File: config.mk
export PLATFORM = sky130hd
export DESIGN_NAME = cesup_top
export DESIGN_NICKNAME = d
export VERILOG_FILES = /design/src/rtl/cesup_pkg.sv /design/src/rtl/cesup_tick.sv /design/src/rtl/cesup_top.sv
export VERILOG_INCLUDE_DIRS = /design/src /design/src/rtl
export SDC_FILE = /design/constraint.sdc
export NUM_CORES = 1
export LEC_CHECK = 0
export ABC_AREA = 0
export BUFFER_PORTS_ARGS = -buffer_cell sky130_fd_sc_hd__buf_2
export CAP_MARGIN = 20
export CORE_MARGIN = 3
export CORE_UTILIZATION = 39
export DETAILED_ROUTE_END_ITERATION = 10
export PLACE_DENSITY = 0.64
export REMOVE_ABC_BUFFERS = 1
export SKIP_CTS_REPAIR_TIMING = 1
export SYNTH_ARGS = -nofsm -noshare
export SYNTH_HDL_FRONTEND = slang
export SYNTH_SLANG_ARGS = --single-unit
File: constraint.sdc
create_clock -name clk_in -period 3.5 [get_ports clk_in]
set_input_delay 0.7 -clock clk_in [delete_from_list [all_inputs] [get_ports clk_in]]
set_output_delay 0.7 -clock clk_in [all_outputs]
set_load 0.05 [all_outputs]
File: src/rtl/cesup_defs.svh
// constants for the communication error supervisor
// assumes a 200 MHz clock and settings in 0.1 s units
`ifndef CESUP_DEFS_SVH
`define CESUP_DEFS_SVH

// -----------------------------------------------------------
// timing
// -----------------------------------------------------------
`define CESUP_CLK_HZ 200000000
`define CESUP_TICK_MS 100
`define CESUP_TICK_CYCLES ((`CESUP_CLK_HZ / 1000) * `CESUP_TICK_MS)

// -----------------------------------------------------------
// register byte offsets
// -----------------------------------------------------------
`define CESUP_OFF_CTRL 12'h000
`define CESUP_OFF_RETRY 12'h004
`define CESUP_OFF_INTERVAL 12'h008
`define CESUP_OFF_STATUS 12'h00c
`define CESUP_OFF_IRQ_STAT 12'h010
`define CESUP_OFF_IRQ_MASK 12'h014
`define CESUP_OFF_OUT_FUNC 12'h018

// -----------------------------------------------------------
// fields and values
// -----------------------------------------------------------
`define CESUP_DISABLED 16'h270f
`define CESUP_RETRY_MAX 16'h000a
`define CESUP_RETRY_RST 16'h0001
`define CESUP_INTERVAL_MAX 16'h270e
`define CESUP_FUNC_ALARM_HI 8'h62
`define CESUP_FUNC_ALARM_LO 8'hc6
`define CESUP_CTRL_MODBUS 0
`define CESUP_CTRL_LINK_MODE 1
`define CESUP_CTRL_FAULT_CLR 2
`define CESUP_CTRL_STOP_LSB 4
`define CESUP_IRQ_TRIP 0
`define CESUP_IRQ_ALARM 1
`define CESUP_IRQ_LOSS 2

`endif

File: src/rtl/cesup_pkg.sv
// types shared by the supervisor files
// assumes cesup_defs.svh holds the numeric constants
package cesup_pkg;
	typedef enum logic [1:0] {
		CESUP_STOP_COAST,
		CESUP_STOP_DECEL,
		CESUP_STOP_DECEL_RESTART,
		CESUP_STOP_RSVD
	} cesup_stop_t;

	typedef enum logic [1:0] {
		CESUP_ST_RUN,
		CESUP_ST_DECEL,
		CESUP_ST_TRIPPED,
		CESUP_ST_COASTED
	} cesup_state_t;
endpackage

File: src/rtl/cesup_tick.sv
// 0.1 s tick generator for the signal-loss timer
// assumes one clock; ce_in freezes the divider
`timescale 1ns/1ps
`include "cesup_defs.svh"

module cesup_tick #(
	parameter int unsigned TICK_CYCLES = `CESUP_TICK_CYCLES
) (
	input wire logic clk_in,
	input wire logic srst_in,
	input wire logic ce_in,
	input wire logic clr_in,
	output logic tick_out
);
	logic [31:0] cnt_q;

	always_ff @(posedge clk_in) begin
		if (srst_in || (ce_in && clr_in)) begin
			cnt_q <= 32'h0;
			tick_out <= 1'b0;
		end else if (ce_in) begin
			if (cnt_q >= TICK_CYCLES - 1) begin
				cnt_q <= 32'h0;
				tick_out <= 1'b1;
			end else begin
				cnt_q <= cnt_q + 32'h1;
				tick_out <= 1'b0;
			end
		end
	end
endmodule // cesup_tick

File: src/rtl/cesup_top.sv
// communication error supervisor for a half-duplex serial link
// assumes frame decoding elsewhere gives one-cycle frame pulses
//
// What this block does
// - retry limit 0..10, default 1, 9999 alarm
// - errors beyond limit trip, stop per mode
// - limit 9999 gives alarm, never trip
// - alarm on terminal, function 98 or 198
// - retry limit ignored under Modbus protocol
// - loss interval 0.1..999.8 s trips on silence
// - interval 9999 disables loss detection
// - interval 0 trips on entering link mode
// - any received frame clears loss counter
// - loss check starts at first link-mode frame
// - stop modes coast, decel+fault, decel+restart
// - mode 2 restart resumes prior commands
`timescale 1ns/1ps
`include "cesup_defs.svh"

module cesup_top #(
	parameter int unsigned TICK_CYCLES = `CESUP_TICK_CYCLES
) (
	input wire logic clk_in,
	input wire logic srst_in,
	input wire logic ce_in,
	// frame events from the receiver, same clock
	input wire logic frame_ok_in,
	input wire logic frame_err_in,
	input wire logic decel_done_in,
	input wire logic run_cmd_in,
	input wire logic [15:0] speed_cmd_in,
	// axi4-lite slave
	input wire logic [11:0] s_axi_awaddr_in,
	input wire logic s_axi_awvalid_in,
	output logic s_axi_awready_out,
	input wire logic [31:0] s_axi_wdata_in,
	input wire logic [3:0] s_axi_wstrb_in,
	input wire logic s_axi_wvalid_in,
	output logic s_axi_wready_out,
	output logic [1:0] s_axi_bresp_out,
	output logic s_axi_bvalid_out,
	input wire logic s_axi_bready_in,
	input wire logic [11:0] s_axi_araddr_in,
	input wire logic s_axi_arvalid_in,
	output logic s_axi_arready_out,
	output logic [31:0] s_axi_rdata_out,
	output logic [1:0] s_axi_rresp_out,
	output logic s_axi_rvalid_out,
	input wire logic s_axi_rready_in,
	// drive side
	output logic coast_out,
	output logic decel_out,
	output logic fault_out,
	output logic trip_display_out,
	output logic run_cmd_out,
	output logic [15:0] speed_cmd_out,
	output logic alarm_term_a_out,
	output logic alarm_term_b_out,
	output logic alarm_term_c_out,
	output logic irq_out
);
	import cesup_pkg::*;

	// -----------------------------------------------------------
	// settings
	// -----------------------------------------------------------
	logic modbus_q;
	logic link_mode_q;
	cesup_stop_t stop_q;
	logic [15:0] retry_limit_q;
	logic [15:0] interval_q;
	logic [7:0] func_a_q;
	logic [7:0] func_b_q;
	logic [7:0] func_c_q;
	logic [2:0] irq_mask_q;
	logic [2:0] irq_stat_q;
	logic fault_clr_q;

	// -----------------------------------------------------------
	// supervision state
	// -----------------------------------------------------------
	logic [15:0] err_cnt_q;
	logic [15:0] loss_cnt_q;
	logic loss_armed_q;
	logic link_mode_prev_q;
	logic alarm_q;
	logic fault_active_q;
	cesup_state_t state_q;
	logic run_hold_q;
	logic [15:0] speed_hold_q;
	logic tick;

	// -----------------------------------------------------------
	// axi4-lite handshake
	// -----------------------------------------------------------
	logic aw_hold_q;
	logic w_hold_q;
	logic [11:0] awaddr_q;
	logic [31:0] wdata_q;
	logic [3:0] wstrb_q;
	logic wr_go;
	logic rd_go;
	logic stat_rd;

	assign wr_go = aw_hold_q && w_hold_q && !s_axi_bvalid_out;
	assign rd_go = s_axi_arvalid_in && s_axi_arready_out;
	assign stat_rd = rd_go && (s_axi_araddr_in == `CESUP_OFF_IRQ_STAT);

	always_ff @(posedge clk_in) begin
		if (srst_in) begin
			aw_hold_q <= 1'b0;
			w_hold_q <= 1'b0;
			awaddr_q <= 12'h0;
			wdata_q <= 32'h0;
			wstrb_q <= 4'h0;
			s_axi_awready_out <= 1'b0;
			s_axi_wready_out <= 1'b0;
			s_axi_bvalid_out <= 1'b0;
			s_axi_bresp_out <= 2'h0;
		end else if (ce_in) begin
			s_axi_awready_out <= !aw_hold_q && !s_axi_awready_out;
			s_axi_wready_out <= !w_hold_q && !s_axi_wready_out;
			if (s_axi_awvalid_in && s_axi_awready_out) begin
				aw_hold_q <= 1'b1;
				awaddr_q <= s_axi_awaddr_in;
				s_axi_awready_out <= 1'b0;
			end
			if (s_axi_wvalid_in && s_axi_wready_out) begin
				w_hold_q <= 1'b1;
				wdata_q <= s_axi_wdata_in;
				wstrb_q <= s_axi_wstrb_in;
				s_axi_wready_out <= 1'b0;
			end
			if (wr_go) begin
				aw_hold_q <= 1'b0;
				w_hold_q <= 1'b0;
				s_axi_bvalid_out <= 1'b1;
				s_axi_bresp_out <= (awaddr_q > `CESUP_OFF_OUT_FUNC)
					? 2'h2 : 2'h0;
			end else if (s_axi_bvalid_out && s_axi_bready_in) begin
				s_axi_bvalid_out <= 1'b0;
			end
		end
	end

	// -----------------------------------------------------------
	// register writes
	// -----------------------------------------------------------
	always_ff @(posedge clk_in) begin
		if (srst_in) begin
			modbus_q <= 1'b0;
			link_mode_q <= 1'b0;
			stop_q <= CESUP_STOP_COAST;
			retry_limit_q <= `CESUP_RETRY_RST;
			interval_q <= `CESUP_DISABLED;
			func_a_q <= 8'h0;
			func_b_q <= 8'h0;
			func_c_q <= 8'h0;
			irq_mask_q <= 3'h0;
			fault_clr_q <= 1'b0;
		end else if (ce_in) begin
			fault_clr_q <= 1'b0;
			if (wr_go && wstrb_q[0]) begin
				case (awaddr_q)
					`CESUP_OFF_CTRL: begin
						modbus_q <= wdata_q[`CESUP_CTRL_MODBUS];
						link_mode_q <= wdata_q[`CESUP_CTRL_LINK_MODE];
						fault_clr_q <= wdata_q[`CESUP_CTRL_FAULT_CLR];
						stop_q <= cesup_stop_t'(
							wdata_q[`CESUP_CTRL_STOP_LSB +: 2]);
					end
					`CESUP_OFF_RETRY: begin
						if (wstrb_q[1] && (wdata_q[15:0] <= `CESUP_RETRY_MAX
							|| wdata_q[15:0] == `CESUP_DISABLED)) begin
							retry_limit_q <= wdata_q[15:0];
						end
					end
					`CESUP_OFF_INTERVAL: begin
						if (wstrb_q[1] && wdata_q[15:0] <= `CESUP_DISABLED) begin
							interval_q <= wdata_q[15:0];
						end
					end
					`CESUP_OFF_IRQ_MASK: irq_mask_q <= wdata_q[2:0];
					`CESUP_OFF_OUT_FUNC: begin
						func_a_q <= wdata_q[7:0];
						if (wstrb_q[1]) func_b_q <= wdata_q[15:8];
						if (wstrb_q[2]) func_c_q <= wdata_q[23:16];
					end
					default: ;
				endcase
			end
		end
	end

	// -----------------------------------------------------------
	// register reads
	// -----------------------------------------------------------
	always_ff @(posedge clk_in) begin
		if (srst_in) begin
			s_axi_arready_out <= 1'b0;
			s_axi_rvalid_out <= 1'b0;
			s_axi_rdata_out <= 32'h0;
			s_axi_rresp_out <= 2'h0;
		end else if (ce_in) begin
			s_axi_arready_out <= !s_axi_rvalid_out && !s_axi_arready_out;
			if (rd_go) begin
				s_axi_arready_out <= 1'b0;
				s_axi_rvalid_out <= 1'b1;
				s_axi_rresp_out <= 2'h0;
				case (s_axi_araddr_in)
					`CESUP_OFF_CTRL: s_axi_rdata_out <= {26'h0, stop_q,
						2'h0, link_mode_q, modbus_q};
					`CESUP_OFF_RETRY: s_axi_rdata_out <= {16'h0, retry_limit_q};
					`CESUP_OFF_INTERVAL: s_axi_rdata_out <= {16'h0, interval_q};
					`CESUP_OFF_STATUS: s_axi_rdata_out <= {err_cnt_q[7:0],
						loss_cnt_q[15:0], 2'h0, loss_armed_q, alarm_q,
						fault_active_q, 1'b0, state_q};
					`CESUP_OFF_IRQ_STAT: s_axi_rdata_out <= {29'h0, irq_stat_q};
					`CESUP_OFF_IRQ_MASK: s_axi_rdata_out <= {29'h0, irq_mask_q};
					`CESUP_OFF_OUT_FUNC: s_axi_rdata_out <= {8'h0, func_c_q,
						func_b_q, func_a_q};
					default: begin
						s_axi_rdata_out <= 32'h0;
						s_axi_rresp_out <= 2'h2;
					end
				endcase
			end else if (s_axi_rvalid_out && s_axi_rready_in) begin
				s_axi_rvalid_out <= 1'b0;
			end
		end
	end

	// -----------------------------------------------------------
	// receive error counting
	// -----------------------------------------------------------
	logic retry_active;
	logic retry_trip;
	logic retry_alarm;
	// only under the ascii link protocol
	assign retry_active = !modbus_q && frame_err_in;
	// run of errors beyond the limit
	assign retry_trip = retry_active && retry_limit_q != `CESUP_DISABLED
		&& err_cnt_q >= retry_limit_q;
	assign retry_alarm = retry_active && retry_limit_q == `CESUP_DISABLED;

	always_ff @(posedge clk_in) begin
		if (srst_in) begin
			err_cnt_q <= 16'h0;
			alarm_q <= 1'b0;
		end else if (ce_in) begin
			if (frame_ok_in || modbus_q) begin
				err_cnt_q <= 16'h0;
			end else if (retry_active && err_cnt_q != 16'hffff) begin
				err_cnt_q <= err_cnt_q + 16'h1;
			end
			if (retry_alarm) begin
				alarm_q <= 1'b1;
			end else if (frame_ok_in || retry_limit_q != `CESUP_DISABLED) begin
				alarm_q <= 1'b0;
			end
		end
	end

	// -----------------------------------------------------------
	// signal loss timer
	// -----------------------------------------------------------
	logic any_frame;
	logic loss_trip;
	logic mode_entry;
	assign any_frame = frame_ok_in || frame_err_in;
	assign mode_entry = link_mode_q && !link_mode_prev_q;

	cesup_tick #(
		.TICK_CYCLES(TICK_CYCLES)
	) u_tick (
		.clk_in(clk_in),
		.srst_in(srst_in),
		.ce_in(ce_in),
		.clr_in(any_frame),
		.tick_out(tick)
	);

	// zero interval trips on mode entry
	assign loss_trip = link_mode_q && interval_q != `CESUP_DISABLED
		&& ((interval_q == 16'h0 && mode_entry)
		|| (interval_q != 16'h0 && loss_armed_q && tick
		&& loss_cnt_q >= interval_q));

	always_ff @(posedge clk_in) begin
		if (srst_in) begin
			loss_cnt_q <= 16'h0;
			loss_armed_q <= 1'b0;
			link_mode_prev_q <= 1'b0;
		end else if (ce_in) begin
			link_mode_prev_q <= link_mode_q;
			// arm at first frame in link mode
			if (!link_mode_q || interval_q == `CESUP_DISABLED) begin
				loss_armed_q <= 1'b0;
			end else if (any_frame) begin
				loss_armed_q <= 1'b1;
			end
			if (any_frame || !loss_armed_q) begin
				loss_cnt_q <= 16'h0;
			end else if (tick && loss_cnt_q != 16'hffff) begin
				loss_cnt_q <= loss_cnt_q + 16'h1;
			end
		end
	end

	// -----------------------------------------------------------
	// stop sequence
	// -----------------------------------------------------------
	logic comm_fault;
	assign comm_fault = retry_trip || loss_trip;

	always_ff @(posedge clk_in) begin
		if (srst_in) begin
			state_q <= CESUP_ST_RUN;
			fault_active_q <= 1'b0;
		end else if (ce_in) begin
			case (state_q)
				CESUP_ST_RUN: begin
					if (comm_fault) begin
						fault_active_q <= 1'b1;
						state_q <= (stop_q == CESUP_STOP_COAST
							|| stop_q == CESUP_STOP_RSVD)
							? CESUP_ST_COASTED : CESUP_ST_DECEL;
					end
				end
				CESUP_ST_DECEL: begin
					if (comm_fault) begin
						fault_active_q <= 1'b1;
					end else if (stop_q == CESUP_STOP_DECEL_RESTART
						&& any_frame) begin
						fault_active_q <= 1'b0;
						state_q <= CESUP_ST_RUN;
					end else if (decel_done_in) begin
						state_q <= CESUP_ST_TRIPPED;
					end
				end
				CESUP_ST_TRIPPED: begin
					if (stop_q == CESUP_STOP_DECEL_RESTART && !comm_fault
						&& any_frame) begin
						fault_active_q <= 1'b0;
						state_q <= CESUP_ST_RUN;
					end else if (fault_clr_q) begin
						fault_active_q <= 1'b0;
						state_q <= CESUP_ST_RUN;
					end
				end
				CESUP_ST_COASTED: begin
					if (fault_clr_q) begin
						fault_active_q <= 1'b0;
						state_q <= CESUP_ST_RUN;
					end
				end
				default: state_q <= CESUP_ST_RUN;
			endcase
		end
	end

	// -----------------------------------------------------------
	// drive outputs
	// -----------------------------------------------------------
	logic restart_mode;
	logic restart_evt;
	logic resume_q;
	assign restart_mode = stop_q == CESUP_STOP_DECEL_RESTART;
	// same condition that lets the stop sequence leave a stop
	assign restart_evt = restart_mode && !comm_fault && any_frame
		&& (state_q == CESUP_ST_DECEL
		|| state_q == CESUP_ST_TRIPPED);

	always_ff @(posedge clk_in) begin
		if (srst_in) begin
			coast_out <= 1'b0;
			decel_out <= 1'b0;
			fault_out <= 1'b0;
			trip_display_out <= 1'b0;
			run_cmd_out <= 1'b0;
			speed_cmd_out <= 16'h0;
			run_hold_q <= 1'b0;
			speed_hold_q <= 16'h0;
			resume_q <= 1'b0;
		end else if (ce_in) begin
			// pre-fault commands stand until a newer frame
			if (restart_evt) begin
				resume_q <= 1'b1;
			end else if (state_q == CESUP_ST_RUN && any_frame) begin
				resume_q <= 1'b0;
			end
			coast_out <= state_q == CESUP_ST_COASTED;
			decel_out <= state_q == CESUP_ST_DECEL;
			// fault at once or after stop
			fault_out <= state_q == CESUP_ST_COASTED
				|| (state_q == CESUP_ST_TRIPPED && !restart_mode);
			trip_display_out <= state_q == CESUP_ST_COASTED
				|| state_q == CESUP_ST_TRIPPED;
			// hold commands from before the fault
			if (state_q == CESUP_ST_RUN && !comm_fault && !resume_q) begin
				run_hold_q <= run_cmd_in;
				speed_hold_q <= speed_cmd_in;
				run_cmd_out <= run_cmd_in;
				speed_cmd_out <= speed_cmd_in;
			end else if (state_q == CESUP_ST_RUN) begin
				run_cmd_out <= run_hold_q;
				speed_cmd_out <= speed_hold_q;
			end else begin
				run_cmd_out <= 1'b0;
			end
		end
	end

	// -----------------------------------------------------------
	// alarm terminals and interrupt
	// -----------------------------------------------------------
	logic [2:0] term_q;
	logic [2:0] irq_evt;
	assign irq_evt = {loss_trip, retry_alarm, retry_trip};

	generate
		for (genvar i = 0; i < 3; i++) begin : g_term
			logic [7:0] fsel;
			assign fsel = (i == 0) ? func_a_q : (i == 1) ? func_b_q : func_c_q;
			always_ff @(posedge clk_in) begin
				if (srst_in) begin
					term_q[i] <= 1'b0;
				end else if (ce_in) begin
					term_q[i] <= (fsel == `CESUP_FUNC_ALARM_HI) ? alarm_q
						: (fsel == `CESUP_FUNC_ALARM_LO) ? !alarm_q : 1'b0;
				end
			end
		end
	endgenerate

	assign alarm_term_a_out = term_q[0];
	assign alarm_term_b_out = term_q[1];
	assign alarm_term_c_out = term_q[2];

	// set beats the read-clear in the same cycle
	always_ff @(posedge clk_in) begin
		if (srst_in) begin
			irq_stat_q <= 3'h0;
			irq_out <= 1'b0;
		end else if (ce_in) begin
			irq_stat_q <= (stat_rd ? 3'h0 : irq_stat_q) | irq_evt;
			irq_out <= |(((stat_rd ? 3'h0 : irq_stat_q) | irq_evt)
				& irq_mask_q);
		end
	end
endmodule // cesup_top

; Word level (Yosys, flattened, before mapping)
; Cells that the tools add are included.
[totals]
elab_cells = 248
register_bits = 263
input_bits = 88
[op_classes]
n_mux = 53
bitwise_logic = 2
reduce_logical = 106
magnitude_cmp = 6
n_eq_ne = 32
addsub = 3
[ops]
columns = cell, n
row1 = $pmux 32 s7, 1
row2 = $mux 16, 6
row3 = $eq 12x5->1 const B, 5
row4 = $eq 16x14->1 const B, 3
row5 = $eq 12x4->1 const B, 3
row6 = $logic_and 1x1->1, 36
row7 = $mux 1, 33
row8 = $add 16x1->16 const B, 2
row9 = $add 32x1->32 const B, 1
row10 = $ge 16x16->1, 2
row11 = $ge 32x25->1 const B, 1
row12 = $mux 32, 1
row13 = $ne 16x14->1 const B, 2
row14 = $ne 16x16->1 const B, 2
row15 = $reduce_and 2->1, 15
row16 = $eq 12x3->1 const B, 2
row17 = $eq 8x7->1 const B, 3
row18 = $eq 8x8->1 const B, 3
row19 = $logic_not 12->1, 2
row20 = $reduce_and 4->1, 5
row21 = $reduce_bool 2->1, 10
row22 = $mux 2, 9
row23 = $le 16x14->1 const B, 1
row24 = $le 16x4->1 const B, 1
row25 = other kinds (18), 53

; Logic depth before layout (Yosys ltp)
; Gate-level depths: netlist (run 1).
[depth]
depth_word = 13
mapped_depth = 12
ltp_nobuf = 10

; Hierarchy
; From an unflattened synthesis (run 1), not the netlist that was laid out.
[unflattened]
hier_cells = 1408
area_unflattened_um2 = 11956.5
[modules_own_cells]
columns = module, seq_area_each_um2, cells_each, n_inst, area_each_um2
row1 = cesup_top, 4564.4, 1223, 1, 10297.4
row2 = cesup_tick, 660.6, 185, 1, 1659.1

; Worst setup path after synthesis (run 1)
; Ideal clock, no wire load.
[synth_timing]
path_kind = in2reg
start = input port s_axi_araddr_in[7]
end = register s_axi_rdata_out[10]
path_stages = 9
setup_time_ns = 0.065
setup_slack_ns = 0.935
arrival_ns = 2.499
path_cell_list = nor4_1 and4_1 and3_1 clkbuf_1 clkbuf_1 a22oi_1 a21oi_1 a21oi_1 nor2_1
[synth_via]
elab_chain_cells = 2
word_cells_on_any_way = 8
cone_classes = 6 x eq/ne / 1 x mux / 1 x reduce/logical
[synth_rtl]
columns = element, line_no
row1 = from (decl), cesup_top.sv:43  ; input wire logic [11:0] s_axi_araddr_in,
row2 = "$eq 12x5->1, or another cell as far along", cesup_top.sv:210  ; case (s_axi_araddr_in)
row3 = $pmux 32 s7 *, cesup_top.sv:210
row4 = to (signal assigned), cesup_top.sv:211  ; `CESUP_OFF_CTRL: s_axi_rdata_out <= {26'h0, stop_q,
row5 = to (signal assigned), cesup_top.sv:213  ; `CESUP_OFF_RETRY: s_axi_rdata_out <= {16'h0, retry_limit_q};
row6 = to (signal assigned), cesup_top.sv:214  ; `CESUP_OFF_INTERVAL: s_axi_rdata_out <= {16'h0, interval_q};
row7 = to (decl), cesup_top.sv:46  ; output logic [31:0] s_axi_rdata_out,
; Mark *: on every way between the ends. The rest lies on a longest branch, timed or not.
; A chain may end at the register's enable or synchronous reset.

; Worst setup path after layout (run 1)
[layout_timing]
start = register interval_q[0]
end = register fault_active_q
[layout_via]
elab_chain_cells = 12
word_cells_on_any_way = 21
cone_classes = 1 x order compare / 3 x eq/ne / 3 x mux / 14 x reduce/logical
[layout_rtl]
columns = element, line_no
row1 = from (decl), cesup_top.sv:71  ; logic [15:0] interval_q;
row2 = from (signal assigned), cesup_top.sv:155  ; interval_q <= `CESUP_DISABLED;
row3 = from (signal assigned), cesup_top.sv:180  ; interval_q <= wdata_q[15:0];
row4 = branches (longest 5 deep; another with $ge 16x16->1), --
row5 = $logic_and 1x1->1 *, cesup_top.sv:284  ; assign loss_trip = link_mode_q && interval_q != `CESUP_DISABLED
row6 = $logic_or 1x1->1 *, cesup_top.sv:314  ; assign comm_fault = retry_trip || loss_trip;
row7 = $logic_not 1->1, cesup_top.sv:342  ; if (stop_q == CESUP_STOP_DECEL_RESTART && !comm_fault
row8 = $logic_and 1x1->1, cesup_top.sv:342
row9 = $logic_and 1x1->1, cesup_top.sv:343  ; && any_frame) begin
row10 = $mux 1, cesup_top.sv:342
row11 = $pmux 1 s4, cesup_top.sv:321  ; case (state_q)
row12 = to (signal assigned), cesup_top.sv:324  ; fault_active_q <= 1'b1;
row13 = to (signal assigned), cesup_top.sv:344  ; fault_active_q <= 1'b0;
row14 = to (signal assigned), cesup_top.sv:347  ; fault_active_q <= 1'b0;
row15 = to (decl), cesup_top.sv:87  ; logic fault_active_q;
; Mark *: on every way between the ends.

==> results of run 1 <==
==> state kept, by name, summed over array words and instances, names as in the netlist, 2 cells and up <==
signal,flops
speed_hold_q,16
loss_cnt_q,16
wstrb_q,3
s_axi_rdata_out,32
func_c_q,8
irq_stat_q,3
stop_q,2
interval_q,16
wdata_q,24
state_q,2
func_b_q,8
err_cnt_q,16
retry_limit_q,16
speed_cmd_out,16
irq_mask_q,3
func_a_q,8
u_tick.cnt_q,32
awaddr_q,12
==> worst paths after layout <==
path	end	slack, ps	depth (start not counted)	start
hold reg to reg	s_axi_rdata_out[24]	450	2	s_axi_rdata_out[24]
setup / recovery	fault_active_q	420	8	interval_q[0]
setup reg to reg	fault_active_q	420	8	interval_q[0]
hold / removal	wdata_q[23]	390	3	s_axi_wdata_in[23]
==> cell families (layout without fill, tap and decap cells) <==
group / Yosys count / after routing / share of synthesized area [%]
compound gates: 312 / 312 / 16.4
xor+xnor: 51 / 51 / 3.81
fa+ha+maj: 41 / 41 / 4.37
buf+inv: 130 / 274 / 4.39
flops: 261 / 261 / 44.5
mux: 36 / 36 / 3.08
other cells: 1 / 2 / 0.0320
simple gates: 606 / 606 / 23.4
==> through the flow <==
stage / cell area [um^2] / power, mW / cells / worst slack [ps]
4_1_cts: 13900 / 7.41 / 1967 / 280
5_1_grt: 13900 / 7.62 / 1967 / 171
3_5_place_dp: 12900 / 4.19 / 1916 / 297
6_report: 13900 / 7.33 / 1967 / 419
3_3_place_gp: 12900 / 4.18 / 1916 / 322
2_1_floorplan: 11400 / 3.87 / 1358 / -2160
==> area by class of cell <==
type / instances / area share (%)
clock buffer: 44 / 6.27
clock inverter: 7 / 0.990
inverter: 49 / 1.32
multi-input combinational: 1048 / 43.3
sequential: 261 / 37.6
tap: 384 / 3.46
timing repair buffer: 174 / 7.06
==> power by group through the flow <==
stage	sequential [mW]	clock (mW)	combinational (mW)
after floorplan	3.40	0	0.463
final	3.16	3.20	0.966
after CTS	3.16	3.27	0.976
after global routing	3.17	3.39	1.06
after detailed placement	3.22	0	0.972
after global placement	3.22	0	0.963
==> critical path: cells and delay by family, from the launching register on <==
family             cells  cell delay (ps)
muxes                  1              350
and+or+nand+nor        3             1050
DFF                    1              420
AOI/OAI and AO/OA      4             1130
==> cells in the mapped netlist (2+ instances only) <==
| cell | count | area share (%) |
|---|---|---|
| nand2b_1 | 10 | 0.53 |
| nor4_1 | 9 | 0.48 |
| or3_1 | 10 | 0.53 |
| nand3_1 | 63 | 2.7 |
| o211ai_1 | 2 | 0.13 |
| and2_1 | 6 | 0.32 |
| nor4bb_1 | 5 | 0.43 |
| o2111ai_1 | 6 | 0.45 |
| a22o_1 | 6 | 0.45 |
| a221oi_1 | 3 | 0.22 |
| a211o_1 | 9 | 0.67 |
| nor3_1 | 26 | 1.1 |
| buf_2 | 13 | 0.55 |
| a21o_1 | 4 | 0.26 |
| a311oi_1 | 2 | 0.15 |
| nand4_1 | 29 | 1.5 |
| a222oi_1 | 6 | 0.51 |
| nand2_1 | 228 | 7.3 |
| nor2_1 | 176 | 5.6 |
| o21ai_0 | 22 | 0.94 |
| nor4_2 | 2 | 0.21 |
| nor2b_1 | 3 | 0.16 |
| buf_4 | 3 | 0.19 |
| a21oi_1 | 168 | 7.2 |
| xnor2_1 | 17 | 1.3 |
| ha_1 | 41 | 4.4 |
| nand3b_1 | 3 | 0.19 |
| inv_1 | 48 | 1.5 |
| and4_1 | 6 | 0.45 |
| o21a_1 | 6 | 0.38 |
| nor4b_1 | 5 | 0.37 |
| a22oi_1 | 33 | 2.1 |
| a31oi_1 | 5 | 0.27 |
| or2_2 | 3 | 0.16 |
| a311o_1 | 2 | 0.17 |
| or4_1 | 7 | 0.45 |
| clkbuf_1 | 61 | 2.0 |
| mux2i_1 | 35 | 3.0 |
| buf_1 | 4 | 0.13 |
| xor2_1 | 34 | 2.5 |
| a211oi_1 | 26 | 1.7 |
| dfxtp_1 | 261 | 45 |
| and3_1 | 13 | 0.69 |
| a32oi_1 | 2 | 0.15 |
| o21bai_1 | 2 | 0.13 |
==> layer usage <==
| layer | vias to the layer above | share of wire [%] | GRT usage, % | wire (um) |
|---|---|---|---|---|
| met1 | 4817 | 46 | 25.3 | 14500 |
| li1 | 5266 | - | - | - |
| met4 | 0 | 2.7 | 5.35 | 841 |
| met2 | 240 | 47 | 31.9 | 14700 |
| met5 | - | 0 | 0 | 0 |
| met3 | 51 | 4.6 | 2.67 | 1460 |
==> placed cells by master, fill, tap and decap left out, drive strengths merged, types with 7 or more instances in the layout <==
cell type | netlist | layout
dfxtp | 261 | 261
nand2 | 228 | 228
nor2 | 176 | 176
buf | 20 | 174
a21oi | 169 | 169
nand3 | 63 | 63
inv | 48 | 48
clkbuf | 61 | 44
ha | 41 | 41
mux2i | 35 | 35
xor2 | 34 | 34
a22oi | 33 | 33
nand4 | 29 | 29
a211oi | 26 | 26
nor3 | 26 | 26
o21ai | 22 | 22
xnor2 | 17 | 17
and3 | 13 | 13
nor4 | 11 | 11
nand2b | 10 | 10
or3 | 10 | 10
a211o | 9 | 9
or4 | 7 | 7
==> results.cfg, run 1 <==
[worst_setup_path]
worst_ep_required_time_ps = 3890
cp_cell_sequence = nor4_1 > nand4_1 > or2_2 > a21oi_1 > a22oi_1 > mux2_2 > o32ai_1 > a21oi_1
crit_top_cell = a21oi_1
worstSetupStartpointType = flip-flop
worstPathMaxFanout = 5
worstSetupPathType = reg -> reg
endpoint_kind = flip-flop
max_stage_delay_ps = 480
critPathSlowestCell = a21oi_1
cp_data_arrival_time_ps = 3470

[timing]
fin_tns_setup_ps = 0
drv_slew = 0
worstMarginPinSlew_ps = 993
rsz0062_at_grt = no
min_period_ps = 3080
whs_ps = 392
fin_crit_sh_pct = 88.0
skew_ps = 16.5
fmax_ghz = 0.325
slew_headroom_pct = 33.8
timing_hold_violations_final = 0
setup_violations = 0

[clock_network]
htreeDepth = 1
cts_buffers = 29
clkTransAtPathRegs_ps = 60
clock_latency_ps = 540
cts_tree = done
clock_sinks = 261
root_buffer = clkbuf_16
cts.path.max_buffers = 3

[detailed_routing]
vias_per_cell = 5.27
drc = 0
avgRoutedWirePerCell_um = 16.0
final_antenna_net_count = 0
drt-total-wl_um = 31500
vias = 10400
first_pass_iters = 5
drt_iter0_markers = 688

[pwr]
p_sw_mw = 1.93
power_frac_comb_pct = 13.2
switching_share_pct = 26.3
p_leak_nw = 5.37
ir_drop_uv = 377
internal-power_mw = 5.40
pwr-share-seq_pct = 43.1
clkPwrFrac_pct = 43.7
p_per_area_nw_per_um2 = 527

[logic_synthesis]
ys.flop_type = dfxtp_1
ys_ff_latch = 261
yosysWarningCount = 0
syn_area_um2 = 11700
ys_seq_area_share_pct = 44.5
synthArstFlopShare_pct = 0
netlist_instances = 1438
avgSynthCellArea_um2 = 8.16
synth.distinct_cells = 58
synth_edf_count = 0

[finish]
fillCellCount = 2903
finalNetCount = 1692
syn_to_final_growth_pct = 18.5
drive_above_1_share_pct = 14.4
diodes = 0
final-seq-area_um2 = 5230
multi_input_area_um2 = 6020
final_util_pct = 47.7

[grt]
grt_use_total_pct = 18.9
grt_pass1_wl_um = 51700
grt_pass1_vias = 10000
antenna_found_initial = 0
gr-total-overflow = 0
grt_max_degree = 79

[run]
drv_cap = 0

[floorplan]
dieArea_um2 = 32200
die_w_um = 179
initial_core_util_pct = 40.2
ios = 154
row_count = 62
coreArea_um2 = 29200
dieHeight_um = 179

[run_status]
status = complete, no violations

[placed_design]
routabilityCongestion = 0.857
port_buffers = 142
dpl.hpwl_um = 22800

[worst_hold_path]
hold_class = in -> reg
Power figures use the tool's default switching activity.
==> inputs of run 2 (changes only) <==
--- a/config.mk
+++ b/config.mk
@@ -10,9 +10,9 @@
 export BUFFER_PORTS_ARGS = -buffer_cell sky130_fd_sc_hd__buf_2
 export CAP_MARGIN = 20
 export CORE_MARGIN = 3
-export CORE_UTILIZATION = 39
+export CORE_UTILIZATION = 58
 export DETAILED_ROUTE_END_ITERATION = 10
-export PLACE_DENSITY = 0.64
+export PLACE_DENSITY = 0.86
 export REMOVE_ABC_BUFFERS = 1
 export SKIP_CTS_REPAIR_TIMING = 1
 export SYNTH_ARGS = -nofsm -noshare
==> results.cfg, run 2 (synthesized netlist as in run 1, its figures left out) <==
[timing]
drv_slew = 0
whs_ps = 400
fin_crit_sh_pct = 91.8
skew_ps = 19.4
worstMarginPinSlew_ps = 1000
min_period_ps = 3210
fmax_ghz = 0.311
timing_hold_violations_final = 0
slew_headroom_pct = 33.4
setup_violations = 0
rsz0062_at_grt = no

[worst_setup_path]
worstSetupStartpointType = flip-flop
cp_data_arrival_time_ps = 3630
worstSetupPathType = reg -> reg
cp_cell_sequence = inv_1 > ha_1 > a211o_1 > a21oi_1 > o211a_1 > o21ai_0 > a221oi_4 > buf_4 > mux2i_1 > a211oi_1
worstPathMaxFanout = 34
endpoint_kind = flip-flop
max_stage_delay_ps = 460
critPathSlowestCell = a221oi_4
worst_ep_required_time_ps = 3920
cp-startpoint = interval_q[13]
path_buf_inv = 2
critPathTopFamily = compound AO/OA/AOI/OAI gates
timing.rr.start = interval_q[13]

[pwr]
power_frac_comb_pct = 13.2
pwr-share-seq_pct = 44.4
ir_drop_uv = 333
clkPwrFrac_pct = 42.4
p_per_area_nw_per_um2 = 521
p_sw_mw = 1.88
p_leak_nw = 5.32
internal-power_mw = 5.23
switching_share_pct = 26.4

[detailed_routing]
first_pass_iters = 6
vias = 10800
drc = 0
drt_iter0_markers = 908
final_antenna_net_count = 0
avgRoutedWirePerCell_um = 16.7
vias_per_cell = 5.88
drt-total-wl_um = 30700

[clock_network]
clock_sinks = 261
htreeDepth = 1
cts_tree = done
clkTransAtPathRegs_ps = 60
root_buffer = clkbuf_16
cts_buffers = 27
clock_latency_ps = 530
cts.path.max_buffers = 3

[grt]
antenna_found_initial = 1
grt_pass1_wl_um = 50700
gr-total-overflow = 0
grt_max_degree = 101
grt_pass1_vias = 10400
grt_use_total_pct = 27.5

[finish]
final_common_cell = dfxtp_1
syn_to_final_growth_pct = 16.4
final_cell_mix = dfxtp_1, nand2_1, nor2_1
design_area_um2 = 13700
drive_above_1_share_pct = 14.3
reg.largest.list = s_axi_rdata_out: 32 flops, u_tick.cnt_q: 32 flops, wdata_q: 24 flops
finalNetCount = 1685
final_util_pct = 69.5
fin_cells = 1842

[floorplan]
dieHeight_um = 148
coreArea_um2 = 19700
ios = 154
dieArea_um2 = 22000
initial_core_util_pct = 59.7
die_w_um = 148
row_count = 51

[run]
drv_cap = 0

[placed_design]
dpl.cell_count = 1792
postPlaceCellArea_um2 = 12700
dpl.hpwl_um = 21600
routabilityCongestion = 0.933
port_buffers = 142

[worst_hold_path]
min_from = s_axi_wdata_in[18]
hold_class = in -> reg

[run_status]
status = complete, no violations
run 2: cell count changes in the layout (fill, tap and decap cells not counted):
| cell | change |
|---|---|
| diode_2 | +1 |
| clkinv_2 | +5 |
| clkinvlp_4 | +1 |
| o21ai_0 | +1 |
| clkbuf_1 | -4 |
| clkbuf_8 | -2 |
| buf_4 | -5 |
| clkbuf_16 | -2 |
| o21ai_1 | -1 |
run 2: final timing paths:
path,slack [ps],end,cells past startpoint
max reg2reg,290,speed_cmd_out[13],10
min reg2reg,450,s_axi_rdata_out[28],2
min,400,wdata_q[18],3
max,290,speed_cmd_out[13],10
run 2: layout make-up:
class                           count  area [um^2]
Antenna cell                        1         2.50
Clock buffer                       36          779
Clock inverter                     13          170
Fill cell                        1582         5990
Inverter                           49          184
Multi-Input combinational cell   1048         6020
Sequential cell                   261         5230
Tap cell                          265          332
Timing Repair Buffer              169          945
run 2: power groups by stage:
stage | logic, mW | clock network [mW] | registers (mW)
floorplan | 0.463 | 0 | 3.40
global placement | 0.909 | 0 | 3.22
detailed placement | 0.926 | 0 | 3.22
CTS | 0.935 | 3.05 | 3.16
global route | 1.02 | 3.15 | 3.17
finish | 0.936 | 3.02 | 3.16
run 2: worst min-delay path: cells and delay by family:
kind                   cells  cell delay (ps)
buffers and inverters      1              100
and+or+nand+nor            1               50
AOI/OAI and AO/OA          1               50
run 2: per-stage QoR:
| step | power [mW] | setup TNS, ps | setup slack, ps |
|---|---|---|---|
| floorplan | 3.87 | -59750 | -2160 |
| global placement | 4.12 | 0 | 427 |
| detailed placement | 4.15 | 0 | 449 |
| CTS | 7.15 | 0 | 322 |
| global route | 7.35 | 0 | 96.3 |
| finish | 7.11 | 0 | 286 |
run 2: routing by layer:
metal,GRT usage [%],share of wire (%),up-vias
li1,-,-,5255
met1,36.9,42,5039
met2,45.8,47,444
met3,3.60,7.3,92
met4,10.2,3.6,0
met5,0,0,-
